### src/verilog/dor_pkg.sv
`default_nettype none
package dor_pkg;
	// word and bus geometry
	localparam int unsigned WORD_W     = 16;
	localparam int unsigned ADR_W      = 8;
	localparam int unsigned IDX_W      = 5;
	localparam int unsigned BANK_DEPTH = 19;
	// word indexes; byte address is four times the index
	localparam logic [4:0] IDX_ROW_DOM   = 5'h07;
	localparam logic [4:0] IDX_COL_DOM   = 5'h08;
	localparam logic [4:0] IDX_ROW_HARM  = 5'h09;
	localparam logic [4:0] IDX_COL_HARM  = 5'h0A;
	localparam logic [4:0] IDX_MIN_PWR   = 5'h0B;
	localparam logic [4:0] IDX_HOT_LIMIT = 5'h0C;
	localparam logic [4:0] IDX_TA_FREQ   = 5'h0D;
	localparam logic [4:0] IDX_TA_AMP    = 5'h0E;
	localparam logic [4:0] IDX_TA_PHASE  = 5'h0F;
	localparam logic [4:0] IDX_TB_FREQ   = 5'h10;
	localparam logic [4:0] IDX_TB_AMP    = 5'h11;
	localparam logic [4:0] IDX_TB_PHASE  = 5'h12;
	localparam logic [4:0] IDX_RING_OFS  = 5'h13;
	localparam logic [4:0] IDX_RING_FREQ = 5'h14;
	localparam logic [4:0] IDX_RING_AMP  = 5'h15;
	localparam logic [4:0] IDX_RING_PH   = 5'h16;
	localparam logic [4:0] IDX_MTR_RAMP  = 5'h17;
	localparam logic [4:0] IDX_MTR_AMP   = 5'h18;
	localparam logic [4:0] IDX_MTR_FREQ  = 5'h19;
	localparam logic [4:0] IDX_STATUS    = 5'h1A;
	localparam logic [4:0] BANK_BASE     = 5'h07;
	localparam logic [4:0] BANK_LAST     = 5'h19;
	// ratio scale: this stored value means a ratio of one
	localparam logic [15:0] RATIO_UNITY  = 16'h07F0;
	// ring offset field and its step
	localparam int unsigned RING_OFS_MSB = 5;
	localparam logic [16:0] RING_STEP_MV = 17'h005DC;
	localparam logic [16:0] RING_MAX_MV  = 17'h17124;
	// agc attenuation step, as an arithmetic shift
	localparam int unsigned AGC_SHIFT    = 1;
	// status register bit positions
	localparam int unsigned ST_VALID     = 0;
	localparam int unsigned ST_ROW_DOM   = 1;
	localparam int unsigned ST_COL_DOM   = 2;
	localparam int unsigned ST_ROW_HARM  = 3;
	localparam int unsigned ST_COL_HARM  = 4;
	localparam int unsigned ST_DISCARD   = 5;
	localparam int unsigned ST_AGC_HOT   = 6;
	localparam int unsigned ST_ALL_WR    = 7;
	// bus slave states
	typedef enum logic [2:0] {
		BUS_IDLE = 3'b001,
		BUS_READ = 3'b010,
		BUS_ACK  = 3'b100
	} dor_bus_st_t;
	// index lies inside the parameter bank
	function automatic logic dor_in_bank(input logic [4:0] idx);
		return (idx >= BANK_BASE) && (idx <= BANK_LAST);
	endfunction
	// bank slot of an index
	function automatic logic [4:0] dor_slot(input logic [4:0] idx);
		return 5'(idx - BANK_BASE);
	endfunction
endpackage
`default_nettype wire

### src/verilog/dor_param_mem.sv
`default_nettype none
// parameter word storage: byte-lane writes, registered read, all words visible
module dor_param_mem (
	input  wire logic         clk_i,
	input  wire logic         we_i,
	input  wire logic [4:0]   wslot_i,
	input  wire logic [1:0]   wbe_i,
	input  wire logic [15:0]  wdata_i,
	input  wire logic [4:0]   rslot_i,
	output logic      [15:0]  rdata_o,
	output logic      [303:0] words_o
);
	// storage array, deliberately without reset
	logic [15:0] mem [0:dor_pkg::BANK_DEPTH-1];

	// write: every bit stored, used or not no reset
	always_ff @(posedge clk_i) begin
		if (we_i) begin
			if (wbe_i[0]) begin
				mem[wslot_i][7:0] <= wdata_i[7:0];
			end
			if (wbe_i[1]) begin
				mem[wslot_i][15:8] <= wdata_i[15:8];
			end
		end
	end

	// registered read port
	always_ff @(posedge clk_i) begin
		rdata_o <= mem[rslot_i];
	end

	// every word driven to the datapaths at all times
	genvar g;
	generate
		for (g = 0; g < dor_pkg::BANK_DEPTH; g++) begin : g_out
			assign words_o[g*16 +: 16] = mem[g];
		end
	endgenerate
endmodule
`default_nettype wire

### src/verilog/dor_ratio_cmp.sv
`default_nettype none
// ratio check without division: num/den > thr/unity
module dor_ratio_cmp (
	input  wire logic [15:0] num_i,
	input  wire logic [15:0] den_i,
	input  wire logic [15:0] thr_i,
	output logic             pass_o
);
	// cross products, 32 bits hold any 16x16 product
	logic [31:0] lhs;
	logic [31:0] rhs;

	assign lhs    = num_i * dor_pkg::RATIO_UNITY;
	assign rhs    = den_i * thr_i;
	// strict: a ratio equal to the threshold fails
	assign pass_o = lhs > rhs;
endmodule
`default_nettype wire

### src/verilog/dor_indirect_bank.sv
// The Wishbone interface to the registers was decided locally.
`default_nettype none
// parameter bank for the dtmf detector and the tone, ring and metering generators
module dor_indirect_bank (
	input  wire logic               clk_i,
	input  wire logic               rst_i,
	// classic wishbone slave
	// one transfer at a time, fixed two-edge answer
	input  wire logic [7:0]         adr_i,
	input  wire logic [31:0]        dat_i,
	output logic      [31:0]        dat_o,
	input  wire logic               we_i,
	input  wire logic [3:0]         sel_i,
	input  wire logic               stb_i,
	input  wire logic               cyc_i,
	output logic                    ack_o,
	// detector powers, same clock domain
	// no synchronisers: the powers come from logic on this clock
	input  wire logic               calc_valid_i,
	input  wire logic [15:0]        row_peak_pwr_i,
	input  wire logic [15:0]        row_rest_pwr_i,
	input  wire logic [15:0]        col_peak_pwr_i,
	input  wire logic [15:0]        col_rest_pwr_i,
	input  wire logic [15:0]        row_harm_pwr_i,
	input  wire logic [15:0]        col_harm_pwr_i,
	input  wire logic [15:0]        total_pwr_i,
	output logic                    det_valid_o,
	output logic                    det_discard_o,
	output logic                    det_row_dom_o,
	output logic                    det_col_dom_o,
	output logic                    det_row_harm_o,
	output logic                    det_col_harm_o,
	// detector input agc
	input  wire logic               sample_valid_i,
	input  wire logic signed [15:0] sample_i,
	output logic                    agc_valid_o,
	output logic signed [15:0]      agc_sample_o,
	output logic                    agc_hot_o,
	// tone generator a
	output logic signed [15:0]      tone_a_freq_coef_o,
	output logic signed [15:0]      tone_a_amplitude_o,
	output logic signed [15:0]      tone_a_initial_phase_o,
	// tone generator b
	output logic signed [15:0]      tone_b_freq_coef_o,
	output logic signed [15:0]      tone_b_amplitude_o,
	output logic signed [15:0]      tone_b_initial_phase_o,
	// ringing generator
	output logic [5:0]              ring_dc_offset_o,
	output logic [16:0]             ring_dc_offset_mv_o,
	output logic signed [15:0]      ring_freq_coef_o,
	output logic signed [15:0]      ring_amplitude_o,
	output logic signed [15:0]      ring_initial_phase_o,
	// pulse metering generator
	output logic signed [15:0]      meter_ramp_rate_o,
	output logic signed [15:0]      meter_amplitude_o,
	output logic signed [15:0]      meter_freq_coef_o
);
	// bus state
	dor_pkg::dor_bus_st_t bus_st_reg;
	dor_pkg::dor_bus_st_t bus_st_next;
	// registered read data
	logic [31:0]          dat_reg;
	// bank storage ports
	logic [4:0]           idx;
	logic                 in_bank;
	logic                 bank_we;
	logic [15:0]          mem_rdata;
	logic [303:0]         words;
	// which words were written since reset
	// feeds the status word only
	logic [18:0]          written_reg;
	// detector results
	logic                 low_pwr;
	logic                 row_dom;
	logic                 col_dom;
	logic                 row_harm;
	logic                 col_harm;
	logic                 det_valid_reg;
	logic                 det_discard_reg;
	logic [3:0]           pass_reg;
	// agc
	logic [16:0]          sample_mag;
	logic                 hot;
	logic                 agc_valid_reg;
	logic signed [15:0]   agc_sample_reg;
	logic                 agc_hot_reg;
	// ring offset in millivolts
	logic [16:0]          ring_mv_reg;
	// status word as software sees it
	logic [15:0]          status;

	// address map: one 16-bit word in each 32-bit slot, byte address four
	// times the word index; indexes 0 to 6 and 27 to 31 read as zero
	// and drop writes, index 26 is the read-only status word
	// adr_i[1:0] is ignored, so an unaligned address hits its word
	// word index from the byte address; upper address bit must be clear
	assign idx     = adr_i[6:2];
	assign in_bank = dor_pkg::dor_in_bank(idx) && !adr_i[7];

	// write lands on the edge at which the master samples ack
	assign bank_we = (bus_st_reg == dor_pkg::BUS_ACK) && cyc_i && stb_i && we_i && in_bank;

	// fixed latency: one edge loads the storage read port, the next loads
	// dat_reg, so every access, mapped or not, answers alike and the
	// read path never goes combinational to the bus
	// the master must drop cyc and stb for a cycle after ack: a request
	// still held when idle returns is taken a second time
	// bus state transitions; a request takes three edges to finish
	always_comb begin
		bus_st_next = bus_st_reg;
		case (bus_st_reg)
			dor_pkg::BUS_IDLE: begin
				// new request seen
				if (cyc_i && stb_i) begin
					bus_st_next = dor_pkg::BUS_READ;
				end
			end
			dor_pkg::BUS_READ: begin
				// storage read port loaded, dat_reg loads now
				bus_st_next = dor_pkg::BUS_ACK;
			end
			dor_pkg::BUS_ACK: begin
				// one ack cycle, then idle for at least one cycle
				bus_st_next = dor_pkg::BUS_IDLE;
			end
			default: begin
				// unreachable code: recover to idle
				bus_st_next = dor_pkg::BUS_IDLE;
			end
		endcase
	end

	// bus state register; reset aborts a transfer in flight without ack
	// a master caught by reset must start its cycle again
	always_ff @(posedge clk_i) begin
		if (rst_i) begin
			bus_st_reg <= dor_pkg::BUS_IDLE;
		end else begin
			bus_st_reg <= bus_st_next;
		end
	end

	// ack straight from the state register
	assign ack_o = (bus_st_reg == dor_pkg::BUS_ACK);

	// read data mux captured into a register; unmapped reads give zero
	// held between accesses; a write also loads it, so dat_o keeps that word's value from before the write
	always_ff @(posedge clk_i) begin
		if (rst_i) begin
			dat_reg <= 32'h0000_0000;
		end else if (bus_st_reg == dor_pkg::BUS_READ) begin
			if (in_bank) begin
				// last written value, all 16 bits
				dat_reg <= {16'h0000, mem_rdata};
			end else if (idx == dor_pkg::IDX_STATUS && !adr_i[7]) begin
				dat_reg <= {16'h0000, status};
			end else begin
				// unmapped index or upper half of the map
				dat_reg <= 32'h0000_0000;
			end
		end
	end

	assign dat_o = dat_reg;

	// parameter storage, low two byte lanes only
	// sel_i[3:2] and dat_i[31:16] are ignored: each word is 16 bits wide
	// the write strobe comes from the ack state so a write lands once,
	// at the edge at which the master sees ack
	dor_param_mem u_mem (
		.clk_i   (clk_i),
		.we_i    (bank_we),
		.wslot_i (dor_pkg::dor_slot(idx)),
		.wbe_i   (sel_i[1:0]),
		.wdata_i (dat_i[15:0]),
		.rslot_i (in_bank ? dor_pkg::dor_slot(idx) : 5'h00),
		.rdata_o (mem_rdata),
		.words_o (words)
	);

	// track written words; the contents themselves keep no reset value
	// only a status hint: a word counts as written after any byte lane
	// lands, so a half-written word is still reported as written
	always_ff @(posedge clk_i) begin
		if (rst_i) begin
			written_reg <= 19'h00000;
		end else if (bank_we && sel_i[1:0] != 2'h0) begin
			written_reg[dor_pkg::dor_slot(idx)] <= 1'b1;
		end
	end

	// detector ratio checks
	// no divider: each check multiplies across, peak times unity against
	// other power times threshold, so it settles within the cycle
	// a threshold of zero passes any nonzero peak power
	dor_ratio_cmp u_row_dom (
		.num_i  (row_peak_pwr_i),
		.den_i  (row_rest_pwr_i),
		.thr_i  (words[dor_pkg::dor_slot(dor_pkg::IDX_ROW_DOM)*16 +: 16]),
		.pass_o (row_dom)
	);
	dor_ratio_cmp u_col_dom (
		.num_i  (col_peak_pwr_i),
		.den_i  (col_rest_pwr_i),
		.thr_i  (words[dor_pkg::dor_slot(dor_pkg::IDX_COL_DOM)*16 +: 16]),
		.pass_o (col_dom)
	);
	dor_ratio_cmp u_row_harm (
		.num_i  (row_peak_pwr_i),
		.den_i  (row_harm_pwr_i),
		.thr_i  (words[dor_pkg::dor_slot(dor_pkg::IDX_ROW_HARM)*16 +: 16]),
		.pass_o (row_harm)
	);
	dor_ratio_cmp u_col_harm (
		.num_i  (col_peak_pwr_i),
		.den_i  (col_harm_pwr_i),
		.thr_i  (words[dor_pkg::dor_slot(dor_pkg::IDX_COL_HARM)*16 +: 16]),
		.pass_o (col_harm)
	);

	// too little total power: calculation thrown away
	// a total equal to the floor is kept; the floor is unsigned
	assign low_pwr = total_pwr_i < words[dor_pkg::dor_slot(dor_pkg::IDX_MIN_PWR)*16 +: 16];

	// detector result registers; flags hold until the next kept calculation
	// valid and discard are one-cycle pulses, never both high; a discarded
	// calculation leaves the previous pass flags standing
	always_ff @(posedge clk_i) begin
		if (rst_i) begin
			det_valid_reg   <= 1'b0;
			det_discard_reg <= 1'b0;
			pass_reg        <= 4'h0;
		end else begin
			det_valid_reg   <= calc_valid_i && !low_pwr;
			det_discard_reg <= calc_valid_i && low_pwr;
			if (calc_valid_i && !low_pwr) begin
				// only kept calculations move the pass flags
				pass_reg <= {col_harm, row_harm, col_dom, row_dom};
			end
		end
	end

	assign det_valid_o    = det_valid_reg;
	assign det_discard_o  = det_discard_reg;
	assign det_row_dom_o  = pass_reg[0];
	assign det_col_dom_o  = pass_reg[1];
	assign det_row_harm_o = pass_reg[2];
	assign det_col_harm_o = pass_reg[3];

	// magnitude in 17 bits so the most negative sample does not wrap
	// the hot limit is an unsigned magnitude; a sample exactly at the
	// limit keeps full gain
	assign sample_mag = sample_i[15] ? 17'(-{sample_i[15], sample_i}) : {1'b0, sample_i};
	// above the hot limit the agc drops to its lower gain step
	assign hot = sample_mag > {1'b0, words[dor_pkg::dor_slot(dor_pkg::IDX_HOT_LIMIT)*16 +: 16]};

	// two-step agc on the detector input
	// the lower step halves the sample by an arithmetic shift: cheap, and
	// the sign survives; the gain flag follows the last accepted sample
	always_ff @(posedge clk_i) begin
		if (rst_i) begin
			agc_valid_reg  <= 1'b0;
			agc_sample_reg <= 16'sh0000;
			agc_hot_reg    <= 1'b0;
		end else begin
			agc_valid_reg <= sample_valid_i;
			if (sample_valid_i) begin
				// without a new sample the outputs hold
				agc_hot_reg    <= hot;
				agc_sample_reg <= hot ? (sample_i >>> dor_pkg::AGC_SHIFT) : sample_i;
			end
		end
	end

	assign agc_valid_o  = agc_valid_reg;
	assign agc_sample_o = agc_sample_reg;
	assign agc_hot_o    = agc_hot_reg;

	// tone generators read their words as signed values
	// straight from the storage flops: a new word reaches the generator
	// in the cycle after the write edge, with no extra pipeline stage
	assign tone_a_freq_coef_o     = $signed(words[dor_pkg::dor_slot(dor_pkg::IDX_TA_FREQ)*16 +: 16]);
	assign tone_a_amplitude_o     = $signed(words[dor_pkg::dor_slot(dor_pkg::IDX_TA_AMP)*16 +: 16]);
	assign tone_a_initial_phase_o = $signed(words[dor_pkg::dor_slot(dor_pkg::IDX_TA_PHASE)*16 +: 16]);
	assign tone_b_freq_coef_o     = $signed(words[dor_pkg::dor_slot(dor_pkg::IDX_TB_FREQ)*16 +: 16]);
	assign tone_b_amplitude_o     = $signed(words[dor_pkg::dor_slot(dor_pkg::IDX_TB_AMP)*16 +: 16]);
	assign tone_b_initial_phase_o = $signed(words[dor_pkg::dor_slot(dor_pkg::IDX_TB_PHASE)*16 +: 16]);

	// ringing generator words
	assign ring_freq_coef_o     = $signed(words[dor_pkg::dor_slot(dor_pkg::IDX_RING_FREQ)*16 +: 16]);
	assign ring_amplitude_o     = $signed(words[dor_pkg::dor_slot(dor_pkg::IDX_RING_AMP)*16 +: 16]);
	assign ring_initial_phase_o = $signed(words[dor_pkg::dor_slot(dor_pkg::IDX_RING_PH)*16 +: 16]);

	// offset code: only the low six bits count, upper bits stored but unused
	// upper bits are kept so that a read returns exactly what was written
	assign ring_dc_offset_o = words[dor_pkg::dor_slot(dor_pkg::IDX_RING_OFS)*16 +: dor_pkg::RING_OFS_MSB+1];

	// offset in millivolts; code 63 gives the full-scale value
	// registered to keep the multiplier off the generator's timing path;
	// it trails a change of the offset word by one cycle
	always_ff @(posedge clk_i) begin
		if (rst_i) begin
			ring_mv_reg <= 17'h00000;
		end else if (ring_dc_offset_o == 6'h3F) begin
			// top code pinned to full scale
			ring_mv_reg <= dor_pkg::RING_MAX_MV;
		end else begin
			// code times step, fits in 17 bits
			ring_mv_reg <= 17'(ring_dc_offset_o * dor_pkg::RING_STEP_MV);
		end
	end

	assign ring_dc_offset_mv_o = ring_mv_reg;

	// pulse metering words
	// same direct path as the tone and ringing words
	assign meter_ramp_rate_o = $signed(words[dor_pkg::dor_slot(dor_pkg::IDX_MTR_RAMP)*16 +: 16]);
	assign meter_amplitude_o = $signed(words[dor_pkg::dor_slot(dor_pkg::IDX_MTR_AMP)*16 +: 16]);
	assign meter_freq_coef_o = $signed(words[dor_pkg::dor_slot(dor_pkg::IDX_MTR_FREQ)*16 +: 16]);

	// read-only status word, writes to it are acked and dropped
	// captured into dat_reg one edge before ack, so a pulse flag shows
	// only if it stands at that edge
	always_comb begin
		// unused bits read as zero
		status                       = 16'h0000;
		status[dor_pkg::ST_VALID]    = det_valid_reg;
		status[dor_pkg::ST_ROW_DOM]  = pass_reg[0];
		status[dor_pkg::ST_COL_DOM]  = pass_reg[1];
		status[dor_pkg::ST_ROW_HARM] = pass_reg[2];
		status[dor_pkg::ST_COL_HARM] = pass_reg[3];
		status[dor_pkg::ST_DISCARD]  = det_discard_reg;
		status[dor_pkg::ST_AGC_HOT]  = agc_hot_reg;
		// contents are only trustworthy once every word was written
		status[dor_pkg::ST_ALL_WR]   = &written_reg;
	end
endmodule
`default_nettype wire

### config.mk
export PLATFORM = sky130hd
export DESIGN_NAME = dor_indirect_bank
export DESIGN_NICKNAME = d
export VERILOG_FILES = /design/src/verilog/dor_pkg.sv /design/src/verilog/dor_param_mem.sv /design/src/verilog/dor_ratio_cmp.sv /design/src/verilog/dor_indirect_bank.sv
export SDC_FILE = /design/constraint.sdc
export NUM_CORES = 2
export LEC_CHECK = 0
export BUFFER_PORTS_ARGS = -buffer_cell sky130_fd_sc_hd__clkbuf_2
export CORE_AREA = 2 2 541 543
export CTS_CLUSTER_DIAMETER = 150
export CTS_CLUSTER_SIZE = 20
export DETAILED_ROUTE_END_ITERATION = 12
export DIE_AREA = 0 0 543 545
export HOLD_SLACK_MARGIN = 0.03
export PLACE_DENSITY = 0.39
export RECOVER_POWER = 25
export SLEW_MARGIN = 40
export SYNTH_ARGS = -nofsm -noshare
export SYNTH_HDL_FRONTEND = slang
export SYNTH_HIERARCHICAL = 1
export SYNTH_SLANG_ARGS = --single-unit
### constraint.sdc
create_clock -name clk_i -period 22.7 [get_ports clk_i]
set_input_delay 2.27 -clock clk_i [delete_from_list [all_inputs] [get_ports clk_i]]
set_output_delay 2.27 -clock clk_i [all_outputs]
set_load 0.01 [all_outputs]
==> qor.yml <==
run_status:
  status: "finished, violations left"
  violations: "capacitance limit, slew limit"
placed_design:
  post-dp-hpwl_um: 184000
  portBuffers: 412
  dp_slack_ps: 11330
  gp_congestion: 0.835
  placed_area_um2: 78600
synthesis:
  synth_top_cell_by_area: "fa_1"
  synth_top_area_share_pct: 28.0
  yosys-top-cells-count: "1,287 x inv_1, 1,011 x fa_1, 729 x ha_1, 729 x nand2_1, 512 x edfxtp_1"
  synth_edf_count: 512
  synth_cells: 7070
  yosys_warnings: 6
  ys_types: 112
  synth_ff_type: "edfxtp_1"
  ys_ff_latch: 605
  synth.area.top_cells: "fa_1 28%, edfxtp_1 21%, ha_1 13%, inv_1 6.7%, and2_1 4.1%"
  ys_seq_area_share_pct: 23.9
  synth.most_common_cell: "inv_1"
  async_flop_share_pct: 0
  syn_avg_cell_area_um2: 10.2
  syn_area_um2: 72200
floorplanning:
  io-pin-count: 451
  core_um2: 290000
  dieHeight_um: 545
  rows: 198
  die-area_um2: 296000
  initial_core_util_pct: 24.9
  die_x_um: 543
clock_tree:
  insertion_delay_ps: 610
  htree_levels: 2
  numCtsBuffers: 36
  cts_setup_buffers: 0
  clk_path_buf_depth: 3
  cts_tree: "built"
  clock-sinks: 605
  postCtsHoldBufs: 0
  cts_resized: 0
  root_buffer: "clkbuf_16"
  clk_pin_slew_ps: 100
pwr:
  leakagePower_nw: 35.7
  ir_drop_v: 0.000123
  p_per_area_nw_per_um2: 108
drt:
  drcViolationCount: 0
  dr.pass1.iters: 7
  drtAntennaViolNets: 0
  routed_wl_um: 230000
  via_count: 50857
  wl_per_cell_um: 20.4
  vias_per_cell: 4.50
  drt_iter0_drc: 2492
timing:
  setup_ws_ps: 12050
  finClkSkew_ps: 42.8
  setup_viol: 0
  rsz0062_at_grt: "false"
  finalHoldViolCount: 0
  post-route-min-period_ps: 10650
  timing.final.crit_share_pct: 46.9
  drv_slew: 606
  worst_pin_slew_ps: 3710
  fmax_mhz: 93.9
  whs_ps: 462
  final.setup.tns_ps: 0
  maxSlewHeadroom_pct: -147
global_route:
  grt_max_degree: 77
  grt_pass1_vias: 55622
  grt_pass1_wl_um: 352000
  globalRouteTotalUtil_pct: 15.6
  overflow: 0
  antenna_found_initial: 27
critical_path:
  criticalPathCategory: "in -> reg"
  start_kind: "input pin"
  cp.required_ps: 23190
  cp_top_family: "adder cells"
  crit_top_cell: "fa_1"
  end_kind: "flip-flop"
  crit_path_max_incr_delay_ps: 590
  worstPathMaxFanout: 16
  arrival_ps: 11130
  cp_num_buf_inv: 5
  slowest_stage: "and4_1"
finish:
  seq_area_um2: 17200
  area_growth_pct: 10.5
  final_layout_size_suffix_gt1_share_pct: 8.49
  multi_input_area_um2: 48900
  final_cell_area_um2: 79700
  post-route-util_pct: 27.5
  largest_reg_flops: 512
  layout.nets: 9286
  fill_cells: 30726
job:
  cap_viol_max_count: 17
hold_path:
  hp-class: "reg -> reg"
-- path summary, 6_finish.rpt --
kind,end,start,depth (start not counted),slack (ps)
setup / recovery,pass_reg[2],row_harm_pwr_i[7],33,12050
hold / removal,dat_o[8],dat_o[8],2,460
setup reg to reg,pass_reg[2],u_mem/mem[2][4],33,13400
hold reg to reg,dat_o[8],dat_o[8],2,460
-- worst min-delay path: stages (launching register included) --
cell and delay, ps:
dfxtp_1 320, nand2_1 50, a21oi_1 50
-- per-layer routing --
layer / global-route usage (%) / part of all wire [%] / wire length, um / up-vias
met4: 2.38 / 1.5 / 3360 / 12
met5: 0 / 0.032 / 74 / -
li1: - / - / - / 23553
met1: 20.2 / 44 / 102000 / 26233
met3: 2.15 / 4.3 / 9790 / 167
met2: 27.8 / 50 / 115000 / 892
-- final cells by class --
| type | count | share of cell area, % |
|---|---|---|
| Sequential cell | 605 | 21.6 |
| Inverter | 1287 | 6.06 |
| Clock buffer | 56 | 1.22 |
| Tap cell | 3900 | 6.12 |
| Multi-Input combinational cell | 4939 | 61.4 |
| Antenna cell | 15 | 0.0471 |
| Timing Repair Buffer | 498 | 3.48 |
| Clock inverter | 4 | 0.0769 |
-- per-stage QoR --
step | instances | total power [W]
after CTS | 11284 | 0.00880
after detailed placement | 11224 | 0.00805
after floorplan | 7087 | 0.00638
after global routing | 11294 | 0.00973
after global placement | 11201 | 0.00797
final | 11304 | 0.00861
-- placed cells by master (no fill, tap or decap), types with 60 or more instances in the layout --
cell / Yosys / layout
and2_1: 477 / 476
dfxtp_1: 93 / 93
fa_1: 1011 / 1011
clkbuf_2: 1 / 408
nand2_1: 729 / 729
a31oi_1: 60 / 60
nor3_1: 80 / 80
a21oi_1: 227 / 227
ha_1: 729 / 729
o21ai_0: 100 / 100
edfxtp_1: 512 / 512
inv_1: 1287 / 1287
xnor2_1: 127 / 127
mux2i_1: 276 / 275
a21o_1: 95 / 95
nand3_1: 108 / 105
xor2_1: 71 / 71
a22oi_1: 65 / 65
nor2_1: 245 / 219
-- kinds of logic after synthesis --
family	share of synthesized area, %
mux	3.85
other cells	0.00520
compound gates	7.82
fa+ha+maj	40.7
buf+inv	8.56
xor+xnor	2.40
simple gates	12.8
flops	23.9
-- power breakdown --
group | internal [W] | total, W | leakage (nW) | switching [W]
sequential | 0.00121 | 0.00122 | 5.36 | 0.00000848
combinational | 0.00287 | 0.00669 | 29.8 | 0.00382
clock | 0.000304 | 0.000697 | 0.496 | 0.000393
(Power assumes the default switching activity.)
